--- config.mk ---
export PLATFORM = sky130hd
export DESIGN_NAME = irq_ctrl
export DESIGN_NICKNAME = d
export VERILOG_FILES = /design/src/rtl/irq_ctrl_pkg.sv /design/src/rtl/irq_ctrl.sv
export SDC_FILE = /design/constraint.sdc
export NUM_CORES = 1
export LEC_CHECK = 0
export ABC_AREA = 1
export BUFFER_PORTS_ARGS = -buffer_cell sky130_fd_sc_hd__buf_4
export CORE_UTILIZATION = 40
export DETAILED_ROUTE_END_ITERATION = 10
export GPL_TIMING_DRIVEN = 0
export SYNTH_ARGS = -nofsm -noshare
export SYNTH_HDL_FRONTEND = slang
export SYNTH_SLANG_ARGS = --single-unit
--- constraint.sdc ---
create_clock -name REF_CLK -period 3.32 [get_ports REF_CLK]
set_input_delay 0.664 -clock REF_CLK [delete_from_list [all_inputs] [get_ports REF_CLK]]
set_output_delay 0.664 -clock REF_CLK [all_outputs]
set_load 0.01 [all_outputs]
--- src/rtl/irq_ctrl_pkg.sv ---
// constants shared by the two-level interrupt controller
package irq_ctrl_pkg;
	// bus geometry and responses
	localparam int ADDR_W = 8;
	localparam int DATA_W = 32;
	localparam logic [1:0] RESP_OKAY = 2'h0;
	localparam logic [1:0] RESP_SLVERR = 2'h2;
	// register byte offsets
	localparam logic [ADDR_W-1:0] OFF_CTRL = 8'h00;
	localparam logic [ADDR_W-1:0] OFF_FLAG = 8'h04;
	localparam logic [ADDR_W-1:0] OFF_EN = 8'h08;
	localparam logic [ADDR_W-1:0] OFF_PRIO = 8'h0C;
	localparam logic [ADDR_W-1:0] OFF_STATE = 8'h10;
	localparam logic [ADDR_W-1:0] OFF_ISTAT = 8'h14;
	localparam logic [ADDR_W-1:0] OFF_IMASK = 8'h18;
	// control register fields
	localparam int CTRL_PLE_BIT = 0;
	localparam int CTRL_GLB_EN_BIT = 1;
	localparam int CTRL_PER_EN_BIT = 2;
	localparam logic CTRL_RESET = 1'b0;
	// state register fields
	localparam int ST_HIACT_BIT = 0;
	localparam int ST_LOACT_BIT = 1;
	localparam int ST_REQ_BIT = 2;
	localparam int ST_LOW_BIT = 3;
	localparam int ST_VEC_LSB = 16;
	// event status and mask layout
	localparam int EV_W = 3;
	localparam int EV_HI_BIT = 0;
	localparam int EV_LO_BIT = 1;
	localparam int EV_RET_BIT = 2;
	localparam logic [EV_W-1:0] EV_RESET = 3'h0;
	// branch targets
	localparam int VEC_W = 16;
	localparam logic [VEC_W-1:0] VEC_HIGH = 16'h0008;
	localparam logic [VEC_W-1:0] VEC_LOW = 16'h0018;
endpackage

--- src/rtl/irq_ctrl.sv ---
// two-level interrupt controller with an AXI4-Lite register port
module irq_ctrl #(
	parameter int N = 8,
	parameter logic [31:0] PERIPH_MASK = 32'hFFFFFFF0
) (
	// clock, reset, enable
	input wire logic REF_CLK,
	input wire logic RST,
	input wire logic CE,
	// event sources and processor core
	input wire logic [N-1:0] SRC_EVENT,
	input wire logic IRQ_ACK,
	input wire logic RETURN_STROBE,
	output logic IRQ_REQ,
	output logic IRQ_LOW,
	output logic [irq_ctrl_pkg::VEC_W-1:0] IRQ_VECTOR,
	output logic IRQ,
	// AXI4-Lite write
	input wire logic [irq_ctrl_pkg::ADDR_W-1:0] AWADDR,
	input wire logic AWVALID,
	output logic AWREADY,
	input wire logic [irq_ctrl_pkg::DATA_W-1:0] WDATA,
	input wire logic [3:0] WSTRB,
	input wire logic WVALID,
	output logic WREADY,
	output logic [1:0] BRESP,
	output logic BVALID,
	input wire logic BREADY,
	// AXI4-Lite read
	input wire logic [irq_ctrl_pkg::ADDR_W-1:0] ARADDR,
	input wire logic ARVALID,
	output logic ARREADY,
	output logic [irq_ctrl_pkg::DATA_W-1:0] RDATA,
	output logic [1:0] RRESP,
	output logic RVALID,
	input wire logic RREADY
);
	if (N < 1 || N > 32) begin : g_bad_n
		$error("irq_ctrl: N must lie in 1..32");
	end

	logic ple_q, ple_d, glb_en_q, glb_en_d, per_en_q, per_en_d;
	logic hi_act_q, hi_act_d, lo_act_q, lo_act_d;
	logic [N-1:0] flag_q, flag_d, en_q, en_d, prio_q, prio_d;
	logic [irq_ctrl_pkg::EV_W-1:0] istat_q, istat_d, imask_q, imask_d;
	logic req_q, req_d, low_q, low_d, irq_q, irq_d;
	logic [irq_ctrl_pkg::VEC_W-1:0] vec_q, vec_d;
	logic aw_full_q, aw_full_d, w_full_q, w_full_d;
	logic awready_q, awready_d, wready_q, wready_d, bvalid_q, bvalid_d;
	logic arready_q, arready_d, rvalid_q, rvalid_d;
	logic [irq_ctrl_pkg::ADDR_W-1:0] awaddr_q, awaddr_d;
	logic [31:0] wdata_q, wdata_d, rdata_q, rdata_d;
	logic [3:0] wstrb_q, wstrb_d;
	logic [1:0] bresp_q, bresp_d, rresp_q, rresp_d;
	logic [31:0] wmask, wbits;
	logic wr_do;
	logic [N-1:0] periph;

	assign periph = PERIPH_MASK[N-1:0];
	assign wr_do = aw_full_q & w_full_q & ~bvalid_q;

	for (genvar g = 0; g < 32; g++) begin : g_lane
		assign wmask[g] = wstrb_q[g / 8];
		assign wbits[g] = wdata_q[g] & wstrb_q[g / 8];
	end

	always_comb begin
		logic [N-1:0] live;
		logic [N-1:0] flag_clr;
		logic [irq_ctrl_pkg::EV_W-1:0] ev, ev_clr;
		logic hi_pend, lo_pend;
		live = '0;
		flag_clr = '0;
		ev = '0;
		ev_clr = '0;
		hi_pend = 1'b0;
		lo_pend = 1'b0;
		ple_d = ple_q;
		glb_en_d = glb_en_q;
		per_en_d = per_en_q;
		hi_act_d = hi_act_q;
		lo_act_d = lo_act_q;
		en_d = en_q;
		prio_d = prio_q;
		imask_d = imask_q;
		aw_full_d = aw_full_q;
		w_full_d = w_full_q;
		awaddr_d = awaddr_q;
		wdata_d = wdata_q;
		wstrb_d = wstrb_q;
		bvalid_d = bvalid_q;
		bresp_d = bresp_q;
		rvalid_d = rvalid_q;
		rdata_d = rdata_q;
		rresp_d = rresp_q;
		// write channel: address and data taken in either order
		if (AWVALID && awready_q) begin
			aw_full_d = 1'b1;
			awaddr_d = AWADDR;
		end
		if (WVALID && wready_q) begin
			w_full_d = 1'b1;
			wdata_d = WDATA;
			wstrb_d = WSTRB;
		end
		if (bvalid_q && BREADY) begin
			bvalid_d = 1'b0;
		end
		if (wr_do) begin
			aw_full_d = 1'b0;
			w_full_d = 1'b0;
			bvalid_d = 1'b1;
			bresp_d = irq_ctrl_pkg::RESP_OKAY;
			case (awaddr_q)
				irq_ctrl_pkg::OFF_CTRL: begin
					if (wmask[0]) begin
						ple_d = wdata_q[irq_ctrl_pkg::CTRL_PLE_BIT];
						glb_en_d = wdata_q[irq_ctrl_pkg::CTRL_GLB_EN_BIT];
						per_en_d = wdata_q[irq_ctrl_pkg::CTRL_PER_EN_BIT];
					end
				end
				irq_ctrl_pkg::OFF_FLAG: flag_clr = wbits[N-1:0];
				irq_ctrl_pkg::OFF_EN: en_d = (en_q & ~wmask[N-1:0]) | wbits[N-1:0];
				irq_ctrl_pkg::OFF_PRIO: prio_d = (prio_q & ~wmask[N-1:0]) | wbits[N-1:0];
				irq_ctrl_pkg::OFF_STATE: bresp_d = irq_ctrl_pkg::RESP_OKAY;
				irq_ctrl_pkg::OFF_ISTAT: ev_clr = wbits[irq_ctrl_pkg::EV_W-1:0];
				irq_ctrl_pkg::OFF_IMASK: begin
					imask_d = (imask_q & ~wmask[irq_ctrl_pkg::EV_W-1:0]) | wbits[irq_ctrl_pkg::EV_W-1:0];
				end
				default: bresp_d = irq_ctrl_pkg::RESP_SLVERR;
			endcase
		end
		awready_d = ~aw_full_d;
		wready_d = ~w_full_d;
		// an event in the clearing cycle survives: set wins over clear
		flag_d = (flag_q & ~flag_clr) | SRC_EVENT;
		// core acceptance and return; hardware overrides a same-cycle write
		if (IRQ_ACK && req_q) begin
			if (!ple_q) begin
				glb_en_d = 1'b0;
				ev[irq_ctrl_pkg::EV_HI_BIT] = 1'b1;
			end else if (low_q) begin
				per_en_d = 1'b0;
				lo_act_d = 1'b1;
				ev[irq_ctrl_pkg::EV_LO_BIT] = 1'b1;
			end else begin
				glb_en_d = 1'b0;
				hi_act_d = 1'b1;
				ev[irq_ctrl_pkg::EV_HI_BIT] = 1'b1;
			end
		end else if (RETURN_STROBE) begin
			ev[irq_ctrl_pkg::EV_RET_BIT] = 1'b1;
			if (!ple_q || hi_act_q) begin
				glb_en_d = 1'b1;
				hi_act_d = 1'b0;
			end else begin
				per_en_d = 1'b1;
				lo_act_d = 1'b0;
			end
		end
		// request is built from next-state values so an accepted one drops at once
		live = flag_d & en_d;
		if (ple_d) begin
			hi_pend = glb_en_d & |(live & prio_d);
			lo_pend = glb_en_d & per_en_d & |(live & ~prio_d);
			req_d = hi_pend | lo_pend;
			low_d = ~hi_pend & lo_pend;
		end else begin
			req_d = glb_en_d & |(live & (~periph | {N{per_en_d}}));
			low_d = 1'b0;
		end
		// one vector per level; the source is found by polling flags
		vec_d = low_d ? irq_ctrl_pkg::VEC_LOW : irq_ctrl_pkg::VEC_HIGH;
		istat_d = (istat_q & ~ev_clr) | ev;
		irq_d = |(istat_d & imask_d);
		// read channel
		if (rvalid_q && RREADY) begin
			rvalid_d = 1'b0;
		end
		if (ARVALID && arready_q) begin
			rvalid_d = 1'b1;
			rresp_d = irq_ctrl_pkg::RESP_OKAY;
			rdata_d = '0;
			case (ARADDR)
				irq_ctrl_pkg::OFF_CTRL: begin
					rdata_d[irq_ctrl_pkg::CTRL_PLE_BIT] = ple_q;
					rdata_d[irq_ctrl_pkg::CTRL_GLB_EN_BIT] = glb_en_q;
					rdata_d[irq_ctrl_pkg::CTRL_PER_EN_BIT] = per_en_q;
				end
				irq_ctrl_pkg::OFF_FLAG: rdata_d = 32'(flag_q);
				irq_ctrl_pkg::OFF_EN: rdata_d = 32'(en_q);
				irq_ctrl_pkg::OFF_PRIO: rdata_d = 32'(prio_q);
				irq_ctrl_pkg::OFF_STATE: begin
					rdata_d[irq_ctrl_pkg::ST_HIACT_BIT] = hi_act_q;
					rdata_d[irq_ctrl_pkg::ST_LOACT_BIT] = lo_act_q;
					rdata_d[irq_ctrl_pkg::ST_REQ_BIT] = req_q;
					rdata_d[irq_ctrl_pkg::ST_LOW_BIT] = low_q;
					rdata_d[irq_ctrl_pkg::ST_VEC_LSB +: irq_ctrl_pkg::VEC_W] = vec_q;
				end
				irq_ctrl_pkg::OFF_ISTAT: rdata_d = 32'(istat_q);
				irq_ctrl_pkg::OFF_IMASK: rdata_d = 32'(imask_q);
				default: rresp_d = irq_ctrl_pkg::RESP_SLVERR;
			endcase
		end
		// ready from the first edge after reset, and again once the answer is taken
		arready_d = ~rvalid_d;
	end

	always_ff @(posedge REF_CLK or posedge RST) begin
		if (RST) begin
			ple_q <= irq_ctrl_pkg::CTRL_RESET;
			glb_en_q <= irq_ctrl_pkg::CTRL_RESET;
			per_en_q <= irq_ctrl_pkg::CTRL_RESET;
			hi_act_q <= 1'b0;
			lo_act_q <= 1'b0;
			flag_q <= '0;
			en_q <= '0;
			prio_q <= '0;
			istat_q <= irq_ctrl_pkg::EV_RESET;
			imask_q <= irq_ctrl_pkg::EV_RESET;
			req_q <= 1'b0;
			low_q <= 1'b0;
			vec_q <= irq_ctrl_pkg::VEC_HIGH;
			irq_q <= 1'b0;
			aw_full_q <= 1'b0;
			w_full_q <= 1'b0;
			awaddr_q <= '0;
			wdata_q <= '0;
			wstrb_q <= '0;
			awready_q <= 1'b0;
			wready_q <= 1'b0;
			bvalid_q <= 1'b0;
			bresp_q <= irq_ctrl_pkg::RESP_OKAY;
			arready_q <= 1'b0;
			rvalid_q <= 1'b0;
			rdata_q <= '0;
			rresp_q <= irq_ctrl_pkg::RESP_OKAY;
		end else if (CE) begin
			ple_q <= ple_d;
			glb_en_q <= glb_en_d;
			per_en_q <= per_en_d;
			hi_act_q <= hi_act_d;
			lo_act_q <= lo_act_d;
			flag_q <= flag_d;
			en_q <= en_d;
			prio_q <= prio_d;
			istat_q <= istat_d;
			imask_q <= imask_d;
			req_q <= req_d;
			low_q <= low_d;
			vec_q <= vec_d;
			irq_q <= irq_d;
			aw_full_q <= aw_full_d;
			w_full_q <= w_full_d;
			awaddr_q <= awaddr_d;
			wdata_q <= wdata_d;
			wstrb_q <= wstrb_d;
			awready_q <= awready_d;
			wready_q <= wready_d;
			bvalid_q <= bvalid_d;
			bresp_q <= bresp_d;
			arready_q <= arready_d;
			rvalid_q <= rvalid_d;
			rdata_q <= rdata_d;
			rresp_q <= rresp_d;
		end
	end

	assign IRQ_REQ = req_q;
	assign IRQ_LOW = low_q;
	assign IRQ_VECTOR = vec_q;
	assign IRQ = irq_q;
	assign AWREADY = awready_q;
	assign WREADY = wready_q;
	assign BRESP = bresp_q;
	assign BVALID = bvalid_q;
	assign ARREADY = arready_q;
	assign RDATA = rdata_q;
	assign RRESP = rresp_q;
	assign RVALID = rvalid_q;
endmodule

==> impl_metrics.json <==
{
  "status": "complete, no violations",
  "routabilityCongestion": 0.892,
  "root_buffer": "clkbuf_16",
  "rsz0062_at_grt": "no",
  "cp.arrival_ns": 2.48,
  "ant_nets": 0,
  "grt_first_pass_wirelength_microns": 20700,
  "post_cts_resized": 0,
  "ioPinCount": 130,
  "synth_seq_cells": 74,
  "r2r.worst_path.cells": 13,
  "numPortBuffers": 63,
  "final_nets": 812,
  "tightest_slew_ns": 0.783,
  "cts_max_level": 3,
  "slowest_delay_ns": 0.59,
  "period_share_pct": 66.9,
  "ys.flop_type": "dfrtp_1",
  "rr_startpoint": "awaddr_q[4]$_DFFE_PP0P_",
  "area_delta_synth_final_pct": 24.8,
  "finalHoldViolCount": 0,
  "fin_crit_ns": 2.22,
  "crit_type": "primary input to flip-flop",
  "avgViaCountPerCell": 4.88,
  "postCtsSetupRepairBufs": 0,
  "dp_slack_ns": 0.806,
  "yosysSeqAreaShare_pct": 40.9,
  "grt_pass1_vias": 4091,
  "synth_cells": 630,
  "antenna_found_initial": 0,
  "multi_input_area_sq_mm": 0.00215,
  "cts_tree": "built",
  "drt_iter0_markers": 273,
  "fill_cells": 1122,
  "netlist_top_cells_area": "dfrtp_1 (41%), nand2_1 (16%), buf_4 (7.0%), o21ai_0 (6.4%), inv_1 (6.0%)",
  "gr-total-overflow": 0,
  "fp-row-count": 38,
  "clk_latency_ns": 0.34,
  "startpoint": "CE",
  "fin_skew_ns": 0.00757,
  "min_path_type": "primary input to asynchronous set/reset pin",
  "drcViolationCount": 0,
  "cts_hold_buf": 0,
  "total_power_w": 0.00347,
  "drv_slew": 0,
  "power_density_mw_per_mm2": 613,
  "cts.sinks": 74,
  "cts.path.max_buffers": 2,
  "synth_edf_count": 0,
  "worstPathCellList": "buf_4 > inv_1 > clkbuf_1 > nor2_1 > inv_1 > clkbuf_1 > nand2_1 > o21ai_0",
  "initial_core_util_pct": 41.4,
  "setup_violations": 0,
  "totalWireLength_microns": 12900,
  "wl_per_cell_microns": 14.5,
  "dpl.hpwl_microns": 9750,
  "path_clk_slew_ns": 0.06,
  "async_flop_share_pct": 100,
  "setup_slack_ns": 1.10,
  "fmax_mhz": 450,
  "regArea_sq_mm": 0.00185,
  "required_ns": 3.57,
  "crit_path_max_fanout": 10,
  "critPathSlowestCell": "clkbuf_1",
  "end_kind": "flip-flop",
  "core_sq_mm": 0.0109,
  "diodes": 0,
  "synth_warnings": 0,
  "synth_top_area_share_pct": 40.9,
  "p_leak_nw": 2.89,
  "die_area_sq_mm": 0.0118,
  "syn_area_per_cell_sq_um": 7.19,
  "yosysTopAreaCell": "dfrtp_1",
  "start_kind": "primary input",
  "drive_gt1_share_pct": 20.3,
  "cts-buffers-inserted": 9,
  "grt_max_degree": 52,
  "die-width_microns": 108,
  "synth_cell_types": 41,
  "drt_pass1_iterations": 5,
  "r2r_slack_ns": 1.29,
  "regToRegEndpoint": "IRQ_VECTOR[4]$_DFFE_PP0P_",
  "netlist_area_sq_mm": 0.00453,
  "maxCapViolations": 0,
  "slew_headroom_pct": 47.8,
  "vdd_ir_drop_max_mv": 0.347,
  "die_h_microns": 108,
  "grt_use_total_pct": 23.7,
  "dr_total_vias": 4332
}
## placed cells by master, fill, tap and decap left out, types with 4 or more instances in the layout
cell / netlist / layout
dfrtp_1: 74 / 74
nand3_1: 36 / 36
nand2_2: 6 / 6
o21ai_0: 58 / 58
a31oi_1: 10 / 10
o22ai_1: 7 / 7
clkbuf_16: 0 / 9
conb_1: 2 / 39
nor3_1: 4 / 4
nand2_1: 193 / 193
a21oi_1: 17 / 17
nor2_1: 48 / 48
nor2_4: 6 / 6
inv_1: 73 / 72
nand4_1: 5 / 5
buf_4: 42 / 105
clkbuf_1: 11 / 12
## cell usage after synthesis, types with 2 or more instances
cell type  count
a21oi_1       17
inv_1         73
nor2_2         3
nand2_2        6
nand3_1       36
a21oi_2        3
dfrtp_1       74
mux2_2         2
clkbuf_1      11
nand3b_1       3
nor2_4         6
o211ai_1       3
nand2_1      193
nor3_1         4
nand2_4        2
o21ai_0       58
nor2_1        48
o21ai_1        3
buf_4         42
o22ai_1        7
a31oi_1       10
buf_6          2
nand4_1        5
conb_1         2
## area by class of cell
type                       instances  area share, %
buffer                            57           6.86
clock buffer                      12           4.54
clock inverter                     4          0.885
inverter                          74           4.96
multi-input combinational        462           38.1
sequential                        74           32.8
tap                              140           3.10
timing repair buffer              64           8.85
## metrics by stage
step                      util, %  hold slack, ns  area (sq um)  cells  setup TNS (ns)
after detailed placement     48.9           0.474          5350    871               0
after global routing         51.7           0.319          5650    887               0
after floorplan                 -           0.453          4670    667               0
after CTS                    51.7           0.302          5650    887               0
final                        51.7           0.300          5650    887               0
after global placement       48.6           0.461          5320    870          -22.46
## registers in the layout, indices dropped and copies added, names as in the netlist, 3 cells and up
name and cells:
imask_q 3, wdata_q 8, awaddr_q 8, istat_q 3, RDATA 10, flag_q 8
en_q 8, prio_q 8
## metal layers
layer	global-route usage [%]	share of wire, %
met1	32.4	47
met3	4.28	6.1
met2	37.5	45
met5	0	0
met4	8.20	1.7
## report_power, final
group          internal [W]  switching, W  leakage (nW)
logic              0.000423      0.000702          1.84
clock network      0.000622      0.000386         0.145
registers           0.00114      0.000200         0.909
## critical path, delay by kind of cell
kind / cells / cell delay (ns)
buffers and inverters: 5 / 1.42
AND/OR/NAND/NOR: 2 / 0.29
AO/OA/AOI/OAI: 1 / 0.09
## cell families (layout without fill, tap and decap cells)
kind of cell    count (synthesis)  count (layout)  synth area share (%)
simple gates                  313             313                  30.5
mux                             2               2                 0.497
buf+inv                       131             211                  14.7
compound gates                108             108                  13.3
other cells                     2              39                 0.166
flops                          74              74                  40.9
## worst max-delay path by stage
stage                     cells after the start               endpoint  slack, ns
final                                         8   RDATA[4]$_DFFE_PP0P_       1.10
after global routing                          8   RDATA[4]$_DFFE_PP0P_       0.91
after CTS                                     8   RDATA[4]$_DFFE_PP0P_       1.15
after detailed placement                      8   RDATA[4]$_DFFE_PP0P_       0.81
after global placement                        2  prio_q[4]$_DFFE_PP0P_      -0.31
after floorplan                               1    ARREADY$_DFFE_PP0P_       0.77
Power figures use the tool's default switching activity.
